$ cat config.mk
export PLATFORM = sky130hd
export DESIGN_NAME = tcm_top
export DESIGN_NICKNAME = d
export VERILOG_FILES = /design/src/verilog/tcm_pkg.sv /design/src/verilog/tcm_top.sv /design/src/verilog/tcm_pin.sv /design/src/verilog/tcm_counter.sv
export SDC_FILE = /design/constraint.sdc
export NUM_CORES = 1
export LEC_CHECK = 0
export ABC_AREA = 0
export BUFFER_PORTS_ARGS = -buffer_cell sky130_fd_sc_hd__buf_2
export CAP_MARGIN = 15
export CORE_MARGIN = 5
export CORE_UTILIZATION = 39
export DETAILED_ROUTE_END_ITERATION = 8
export GPL_ROUTABILITY_DRIVEN = 0
export PLACE_DENSITY = 0.61
export RECOVER_POWER = 25
export SYNTH_ARGS = -nofsm -noshare
export SYNTH_HDL_FRONTEND = slang
export SYNTH_HIERARCHICAL = 1
export SYNTH_SLANG_ARGS = --single-unit
$ cat constraint.sdc
create_clock -name aclk -period 7.45 [get_ports aclk]
set_input_delay 1.49 -clock aclk [delete_from_list [all_inputs] [get_ports aclk]]
set_output_delay 1.49 -clock aclk [all_outputs]
set_load 0.1 [all_outputs]
$ cat src/verilog/tcm_pkg.sv
package tcm_pkg;
	localparam int CNT_W = 10;
	localparam logic [CNT_W-1:0] CNT_MAX = 10'h3FF;
	localparam int P_SHIFT = 7;

	// Register byte addresses.
	localparam logic [7:0] ADDR_CMP_A_LOW  = 8'h00;
	localparam logic [7:0] ADDR_CMP_A_HIGH = 8'h04;
	localparam logic [7:0] ADDR_CMP_B_LOW  = 8'h08;
	localparam logic [7:0] ADDR_CMP_B_HIGH = 8'h0C;
	localparam logic [7:0] ADDR_CTRL_ONE   = 8'h10;
	localparam logic [7:0] ADDR_CTRL_TWO   = 8'h14;
	localparam logic [7:0] ADDR_CTRL_RUN   = 8'h18;
	localparam logic [7:0] ADDR_FLAGS      = 8'h1C;
	localparam logic [7:0] ADDR_COUNTER    = 8'h20;

	// Control register one fields.
	localparam int C1_MODE_LSB   = 6;
	localparam int C1_ACTION_LSB = 4;
	localparam int C1_INIT_BIT   = 3;
	localparam int C1_CLR_SEL    = 0;
	// Control register two fields.
	localparam int C2_MODE_LSB   = 6;
	localparam int C2_ACTION_LSB = 4;
	localparam int C2_INIT_BIT   = 3;
	// Run register fields.
	localparam int RUN_BIT       = 0;
	localparam int RUN_PER_LSB   = 4;
	// Flag register fields, write one to clear.
	localparam int FLAG_A        = 0;
	localparam int FLAG_B        = 1;
	localparam int FLAG_P        = 2;

	localparam logic [7:0] RESET_BYTE = 8'h00;
	localparam logic [1:0] RESP_OKAY   = 2'b00;
	localparam logic [1:0] RESP_SLVERR = 2'b10;

	localparam logic [1:0] MODE_COMPARE = 2'b00;
	localparam logic [1:0] MODE_CAPTURE = 2'b01;
	localparam logic [1:0] MODE_PWM     = 2'b10;
	localparam logic [1:0] MODE_TIMER   = 2'b11;

	localparam logic [1:0] ACT_NONE   = 2'b00;
	localparam logic [1:0] ACT_LOW    = 2'b01;
	localparam logic [1:0] ACT_HIGH   = 2'b10;
	localparam logic [1:0] ACT_TOGGLE = 2'b11;
endpackage : tcm_pkg

$ cat src/verilog/tcm_top.sv
// Implementation choices: the AXI4-Lite slave port and the placing of the registers.
`timescale 1ns/1ps
module tcm_top
	import tcm_pkg::*;
(
	input  wire logic        aclk,
	input  wire logic        aresetn,
	input  wire logic        ce,
	input  wire logic [7:0]  s_axi_awaddr,
	input  wire logic        s_axi_awvalid,
	output logic             s_axi_awready,
	input  wire logic [31:0] s_axi_wdata,
	input  wire logic [3:0]  s_axi_wstrb,
	input  wire logic        s_axi_wvalid,
	output logic             s_axi_wready,
	output logic [1:0]       s_axi_bresp,
	output logic             s_axi_bvalid,
	input  wire logic        s_axi_bready,
	input  wire logic [7:0]  s_axi_araddr,
	input  wire logic        s_axi_arvalid,
	output logic             s_axi_arready,
	output logic [31:0]      s_axi_rdata,
	output logic [1:0]       s_axi_rresp,
	output logic             s_axi_rvalid,
	input  wire logic        s_axi_rready,
	output logic             output_pin_a,
	output logic             output_pin_b,
	output logic             match_a_flag,
	output logic             match_b_flag,
	output logic             match_p_flag
);
	logic [7:0]       compare_a_low_reg;
	logic [1:0]       compare_a_high_reg;
	logic [7:0]       compare_b_low_reg;
	logic [1:0]       compare_b_high_reg;
	logic [7:0]       control_register_one;
	logic [7:0]       control_register_two;
	logic             timer_run_bit;
	logic [2:0]       period_compare_bits;
	logic             run_prev_reg;
	logic [7:0]       aw_addr_reg;
	logic             aw_full_reg;
	logic [31:0]      w_data_reg;
	logic [3:0]       w_strb_reg;
	logic             w_full_reg;
	logic [CNT_W-1:0] count;
	logic [CNT_W-1:0] compare_value_a;
	logic [CNT_W-1:0] compare_value_b;
	logic [CNT_W-1:0] p_point;
	logic [1:0]       chan_a_mode;
	logic [1:0]       chan_b_mode;
	logic             clear_source_select;
	logic             restart;
	logic             counting;
	logic             hit_a;
	logic             hit_b;
	logic             hit_p;
	logic             overflow;
	logic             counter_clr;
	logic             wr_go;
	logic             wr_ok;
	logic [2:0]       clr_bits;
	logic             pin_a_en;
	logic             pin_b_en;
	logic             cmp_like_a;
	logic             cmp_like_b;

	assign compare_value_a     = {compare_a_high_reg, compare_a_low_reg};
	assign compare_value_b     = {compare_b_high_reg, compare_b_low_reg};
	assign chan_a_mode         = control_register_one[C1_MODE_LSB +: 2];
	assign chan_b_mode         = control_register_two[C2_MODE_LSB +: 2];
	assign clear_source_select = control_register_one[C1_CLR_SEL];
	assign restart             = timer_run_bit && !run_prev_reg;
	// A stale count left from before a stop must not match in the restart cycle.
	assign counting            = timer_run_bit && run_prev_reg;

	// Compare-match and timer/counter modes share the counter and flag behaviour.
	assign cmp_like_a = (chan_a_mode == MODE_COMPARE) || (chan_a_mode == MODE_TIMER);
	assign cmp_like_b = (chan_b_mode == MODE_COMPARE) || (chan_b_mode == MODE_TIMER);
	// Only compare-match mode lets a match drive the pins; a restart loads the initial level in every mode.
	assign pin_a_en = (chan_a_mode == MODE_COMPARE);
	assign pin_b_en = (chan_b_mode == MODE_COMPARE);

	// Period zero code means the full 1024 count span, reached through overflow.
	assign p_point  = {period_compare_bits, 7'h00};
	assign hit_a    = counting && (count == compare_value_a);
	assign hit_b    = counting && (count == compare_value_b);
	assign overflow = counting && (count == CNT_MAX);
	assign hit_p    = counting && !clear_source_select
		&& ((period_compare_bits != 3'h0) ? (count == p_point) : overflow);
	assign counter_clr = clear_source_select ? hit_a : hit_p;

	tcm_counter u_counter (
		.aclk    (aclk),
		.aresetn (aresetn),
		.ce      (ce),
		.restart (restart),
		.run     (counting),
		.clr     (counter_clr),
		.count   (count)
	);

	tcm_pin u_pin_a (
		.aclk       (aclk),
		.aresetn    (aresetn),
		.ce         (ce),
		.restart    (restart),
		.init_level (control_register_one[C1_INIT_BIT]),
		.match      (hit_a),
		.enable     (pin_a_en),
		.action     (control_register_one[C1_ACTION_LSB +: 2]),
		.pin        (output_pin_a)
	);

	tcm_pin u_pin_b (
		.aclk       (aclk),
		.aresetn    (aresetn),
		.ce         (ce),
		.restart    (restart),
		.init_level (control_register_two[C2_INIT_BIT]),
		.match      (hit_b),
		.enable     (pin_b_en),
		.action     (control_register_two[C2_ACTION_LSB +: 2]),
		.pin        (output_pin_b)
	);

	// Write channel: address and data are latched independently, then committed together.
	assign s_axi_awready = !aw_full_reg && !s_axi_bvalid;
	assign s_axi_wready  = !w_full_reg && !s_axi_bvalid;
	assign wr_go         = aw_full_reg && w_full_reg && !s_axi_bvalid;
	assign wr_ok         = (aw_addr_reg[1:0] == 2'b00) && (aw_addr_reg <= ADDR_COUNTER);
	assign clr_bits      = (wr_go && aw_addr_reg == ADDR_FLAGS && w_strb_reg[0])
		? w_data_reg[2:0] : 3'h0;

	always_ff @(posedge aclk) begin
		if (!aresetn) begin
			aw_addr_reg <= 8'h00;
			aw_full_reg <= 1'b0;
		end else if (ce) begin
			if (s_axi_awvalid && s_axi_awready) begin
				aw_addr_reg <= s_axi_awaddr;
				aw_full_reg <= 1'b1;
			end else if (wr_go) begin
				aw_full_reg <= 1'b0;
			end
		end
	end

	always_ff @(posedge aclk) begin
		if (!aresetn) begin
			w_data_reg <= 32'h00000000;
			w_strb_reg <= 4'h0;
			w_full_reg <= 1'b0;
		end else if (ce) begin
			if (s_axi_wvalid && s_axi_wready) begin
				w_data_reg <= s_axi_wdata;
				w_strb_reg <= s_axi_wstrb;
				w_full_reg <= 1'b1;
			end else if (wr_go) begin
				w_full_reg <= 1'b0;
			end
		end
	end

	always_ff @(posedge aclk) begin
		if (!aresetn) begin
			s_axi_bvalid <= 1'b0;
			s_axi_bresp  <= RESP_OKAY;
		end else if (ce) begin
			if (wr_go) begin
				s_axi_bvalid <= 1'b1;
				s_axi_bresp  <= wr_ok ? RESP_OKAY : RESP_SLVERR;
			end else if (s_axi_bready) begin
				s_axi_bvalid <= 1'b0;
			end
		end
	end

	// Register file; only byte lane 0 carries data.
	always_ff @(posedge aclk) begin
		if (!aresetn) begin
			compare_a_low_reg    <= RESET_BYTE;
			compare_a_high_reg   <= 2'b00;
			compare_b_low_reg    <= RESET_BYTE;
			compare_b_high_reg   <= 2'b00;
			control_register_one <= RESET_BYTE;
			control_register_two <= RESET_BYTE;
			timer_run_bit        <= 1'b0;
			period_compare_bits  <= 3'h0;
		end else if (ce && wr_go && w_strb_reg[0]) begin
			unique case (aw_addr_reg)
				ADDR_CMP_A_LOW:  compare_a_low_reg  <= w_data_reg[7:0];
				ADDR_CMP_A_HIGH: compare_a_high_reg <= w_data_reg[1:0];
				ADDR_CMP_B_LOW:  compare_b_low_reg  <= w_data_reg[7:0];
				ADDR_CMP_B_HIGH: compare_b_high_reg <= w_data_reg[1:0];
				ADDR_CTRL_ONE:   control_register_one <= w_data_reg[7:0];
				ADDR_CTRL_TWO:   control_register_two <= w_data_reg[7:0];
				ADDR_CTRL_RUN: begin
					timer_run_bit       <= w_data_reg[RUN_BIT];
					period_compare_bits <= w_data_reg[RUN_PER_LSB +: 3];
				end
				default: ;
			endcase
		end
	end

	always_ff @(posedge aclk) begin
		if (!aresetn) begin
			run_prev_reg <= 1'b0;
		end else if (ce) begin
			run_prev_reg <= timer_run_bit;
		end
	end

	// Flags: a new match wins over a same-cycle software clear.
	always_ff @(posedge aclk) begin
		if (!aresetn) begin
			match_a_flag <= 1'b0;
			match_b_flag <= 1'b0;
			match_p_flag <= 1'b0;
		end else if (ce) begin
			match_a_flag <= (hit_a && cmp_like_a) || (match_a_flag && !clr_bits[FLAG_A]);
			match_b_flag <= (hit_b && cmp_like_b) || (match_b_flag && !clr_bits[FLAG_B]);
			match_p_flag <= (hit_p && cmp_like_a) || (match_p_flag && !clr_bits[FLAG_P]);
		end
	end

	// Read channel.
	assign s_axi_arready = !s_axi_rvalid;

	always_ff @(posedge aclk) begin
		if (!aresetn) begin
			s_axi_rvalid <= 1'b0;
			s_axi_rdata  <= 32'h00000000;
			s_axi_rresp  <= RESP_OKAY;
		end else if (ce) begin
			if (s_axi_arvalid && s_axi_arready) begin
				s_axi_rvalid <= 1'b1;
				s_axi_rresp  <= RESP_OKAY;
				unique case (s_axi_araddr)
					ADDR_CMP_A_LOW:  s_axi_rdata <= {24'h000000, compare_a_low_reg};
					ADDR_CMP_A_HIGH: s_axi_rdata <= {30'h00000000, compare_a_high_reg};
					ADDR_CMP_B_LOW:  s_axi_rdata <= {24'h000000, compare_b_low_reg};
					ADDR_CMP_B_HIGH: s_axi_rdata <= {30'h00000000, compare_b_high_reg};
					ADDR_CTRL_ONE:   s_axi_rdata <= {24'h000000, control_register_one};
					ADDR_CTRL_TWO:   s_axi_rdata <= {24'h000000, control_register_two};
					ADDR_CTRL_RUN:   s_axi_rdata <= {25'h0000000, period_compare_bits,
						3'h0, timer_run_bit};
					ADDR_FLAGS:      s_axi_rdata <= {29'h00000000, match_p_flag,
						match_b_flag, match_a_flag};
					ADDR_COUNTER:    s_axi_rdata <= {22'h000000, count};
					default: begin
						s_axi_rdata <= 32'h00000000;
						s_axi_rresp <= RESP_SLVERR;
					end
				endcase
			end else if (s_axi_rready) begin
				s_axi_rvalid <= 1'b0;
			end
		end
	end
endmodule : tcm_top

$ cat src/verilog/tcm_pin.sv
`timescale 1ns/1ps
module tcm_pin
	import tcm_pkg::*;
(
	input  wire logic       aclk,
	input  wire logic       aresetn,
	input  wire logic       ce,
	input  wire logic       restart,
	input  wire logic       init_level,
	input  wire logic       match,
	input  wire logic       enable,
	input  wire logic [1:0] action,
	output logic            pin
);
	always_ff @(posedge aclk) begin
		if (!aresetn) begin
			pin <= 1'b0;
		end else if (ce) begin
			if (restart) begin
				pin <= init_level;
			end else if (match && enable) begin
				unique case (action)
					ACT_NONE:   pin <= pin;
					ACT_LOW:    pin <= 1'b0;
					ACT_HIGH:   pin <= 1'b1;
					ACT_TOGGLE: pin <= ~pin;
				endcase
			end
		end
	end
endmodule : tcm_pin

$ cat src/verilog/tcm_counter.sv
`timescale 1ns/1ps
module tcm_counter
	import tcm_pkg::*;
(
	input  wire logic             aclk,
	input  wire logic             aresetn,
	input  wire logic             ce,
	input  wire logic             restart,
	input  wire logic             run,
	input  wire logic             clr,
	output logic [CNT_W-1:0]      count
);
	always_ff @(posedge aclk) begin
		if (!aresetn) begin
			count <= '0;
		end else if (ce) begin
			if (restart || clr) begin
				count <= '0;
			end else if (run) begin
				count <= count + 10'h001;
			end
		end
	end
endmodule : tcm_counter

==> results.json <==
{
  "run_status": "finished, final reports clean",
  "worstPathMaxFanout": 23,
  "dieArea_mm2": 0.01402,
  "synth_flop_cell": "dfxtp_1",
  "hold_path_depth": 2,
  "io_buffers": 54,
  "grt_pass1_wl_um": 19710,
  "cts_resized": 0,
  "holdCritPathClass": "reg2reg",
  "leakage_uw": 0.002087,
  "post_cts_buffers": 0,
  "hpwl_um": 8914,
  "hold_path.startpoint": "s_axi_rdata[6]",
  "r2r_setup_slack_ns": 4.67,
  "slew_violations": 0,
  "peakVddDrop_uv": 106.5,
  "grt_use_total": 0.1713,
  "clock-sinks": 89,
  "setup_viol": 0,
  "antenna_left": 0,
  "period_needed_ns": 4.113,
  "cpPeakStageDelay_ns": 0.88,
  "ys_types": 58,
  "cts_made_buffers": 9,
  "synth_edf_count": 0,
  "clk_latency_ns": 0.34,
  "fmax_mhz": 243.2,
  "fin_util": 0.4503,
  "dieHeight_um": 118.4,
  "yosysSeqAreaShare": 0.3888,
  "area_delta_synth_final_pct": 12.67,
  "r2r-end": "u_counter/count[6]",
  "drc": 0,
  "tightest_slew_ns": 1.233,
  "wl_per_cell_um": 17.23,
  "synthCells": 514,
  "cp-end-kind": "register",
  "drt_iter0_markers": 192,
  "grt_max_degree": 56,
  "p_total_uw": 1041,
  "yosys.area.top_type": "dfxtp_1",
  "yosys.area.top_type_share": 0.3888,
  "rsz0062_at_grt": "no",
  "h-tree-depth": 3,
  "clkTransAtPathRegs_ns": 0.07,
  "syn_area_mm2": 0.004583,
  "nNetsFinal": 622,
  "vias_per_cell": 5.528,
  "vias": 3908,
  "fin_worst_skew_ns": 0.006850,
  "grt_pass1_vias": 3734,
  "gr-total-overflow": 0,
  "slew_headroom": 0.1779,
  "yosysMostFrequentCell": "dfxtp_1",
  "n_antenna_cell": 0,
  "ys_warn_count": 6,
  "cts_tree": "yes",
  "io_pins": 106,
  "reg2reg_depth": 7,
  "path_cells": "clkbuf_1, nand4b_1, nor4_2, nand3b_1, mux2i_1",
  "top_regs": "s_axi_rdata x10, u_counter/count x10",
  "path_class": "in2reg",
  "min_to": "s_axi_rdata[6]",
  "avgSynthCellArea_um2": 8.917,
  "core_area_mm2": 0.01147,
  "drive_above_1_share": 0.1613,
  "ys_seq_elements": 89,
  "cap_viol_max_count": 0,
  "critPathLaunch": "ce",
  "period_share": 0.5520,
  "required_ns": 7.65,
  "root_buffer": "clkbuf_16",
  "ys_top_cells_by_area": "dfxtp_1 (39%), mux2i_1 (12%), nand2_1 (6.4%), xnor2_1 (4.0%), buf_4 (3.9%)",
  "yosys-top-cells-count": "dfxtp_1 (89), nand2_1 (78), mux2i_1 (54)",
  "die_w_um": 118.4,
  "antenna_found_initial": 0,
  "powerDensity_mw_per_mm2": 201.6,
  "cp_slowest_cell": "clkbuf_1",
  "worst_setup_path_start_kind": "input pin",
  "clockBufferDepth": 2,
  "timing.critical_path.buf_inv": 1,
  "wirelength_um": 12180,
  "fp-row-count": 39,
  "r2r_start": "u_counter/count[7]",
  "arrival_ns": 4.31,
  "nFillCells": 1136,
  "final.setup.tns_ns": 0,
  "start_util": 0.3997,
  "async_flop_share": 0,
  "crit_family": "simple AND/OR/NAND/NOR gates",
  "report.final.hold_viol_count": 0,
  "postCtsHoldBufs": 0,
  "dr.pass1.iters": 5
}
## tightest hold or removal path, delay by kind of cell, from the launching register on
kind,cells,cell delay (ns)
flops,1,0.32
compound gates,1,0.05
simple gates,1,0.04
## layout by cell type (no fill, tap or decap), types with 4 or more instances in the layout
cell type | synthesis | final
mux4_2 | 5 | 5
buf_2 | 3 | 53
a22oi_1 | 4 | 4
nor3_1 | 4 | 4
nor4bb_1 | 4 | 4
conb_1 | 1 | 24
dfxtp_1 | 89 | 89
nor2_1 | 36 | 36
or4_1 | 6 | 6
mux2_2 | 4 | 4
clkbuf_16 | 0 | 9
nor4_1 | 10 | 10
o31ai_1 | 5 | 5
mux2i_1 | 54 | 54
o21ai_0 | 15 | 15
inv_1 | 12 | 12
nand4_1 | 16 | 16
nand3b_1 | 5 | 5
xnor2_1 | 21 | 21
nand2_1 | 78 | 78
a21oi_1 | 21 | 21
nand3_1 | 14 | 14
## cell families (layout without fill, tap and decap cells)
family / Yosys count / in the layout / share of synthesized area
other: 1 / 24 / 0.0008182
XOR/XNOR: 24 / 24 / 0.04587
AND/OR/NAND/NOR: 206 / 206 / 0.2362
multiplexers: 63 / 63 / 0.1523
AO/OA/AOI/OAI: 69 / 69 / 0.09910
adder cells (fa/ha/maj): 3 / 3 / 0.008191
flip-flops: 89 / 89 / 0.3888
buffers and inverters: 59 / 86 / 0.06879
## cell type report
| type | count | area (um^2) | share of cell area |
|---|---|---|---|
| Clock buffer | 10 | 229.0 | 0.04434 |
| Clock inverter | 6 | 41.29 | 0.007996 |
| Inverter | 12 | 45.04 | 0.008723 |
| Multi-Input combinational cell | 389 | 2572 | 0.4982 |
| Sequential cell | 89 | 1782 | 0.3450 |
| Tap cell | 143 | 178.9 | 0.03465 |
| Timing Repair Buffer | 58 | 315.3 | 0.06106 |
## metal layers
layer,wire length (um),vias to the layer above,GRT usage
met4,233,0,0.05103
met1,5633,1883,0.2253
met3,747,18,0.04632
met5,0,-,0
li1,-,1893,-
met2,5568,114,0.2764
## per-stage QoR
| stage | cell area, um^2 | hold WS, ns | setup WS [ns] | std cells |
|---|---|---|---|---|
| global route | 5164 | 0.4757 | 3.072 | 707 |
| global placement | 4877 | 0.4331 | 3.629 | 690 |
| floorplan | 4669 | 0.4350 | 3.846 | 537 |
| detailed placement | 4877 | 0.4385 | 3.568 | 690 |
| finish | 5164 | 0.4491 | 3.337 | 707 |
| CTS | 5147 | 0.4536 | 3.905 | 706 |
## power by group
part | switching (uW) | total, uW | leakage (uW) | internal (uW)
clock network | 196 | 423 | 0.000137 | 227
logic | 105 | 128 | 0.00123 | 23.1
registers | 7.50 | 489 | 0.000719 | 482
## how the worst max path moves through the flow
stage | to | slack [ns] | cells after the start
after floorplan | s_axi_awready | 3.85 | 1
after global placement | control_register_one[5] | 3.63 | 5
after detailed placement | control_register_one[7] | 3.57 | 5
after CTS | control_register_one[5] | 3.90 | 5
after global routing | control_register_one[5] | 3.07 | 5
final | control_register_one[5] | 3.34 | 5
(Power assumes the default switching activity.)
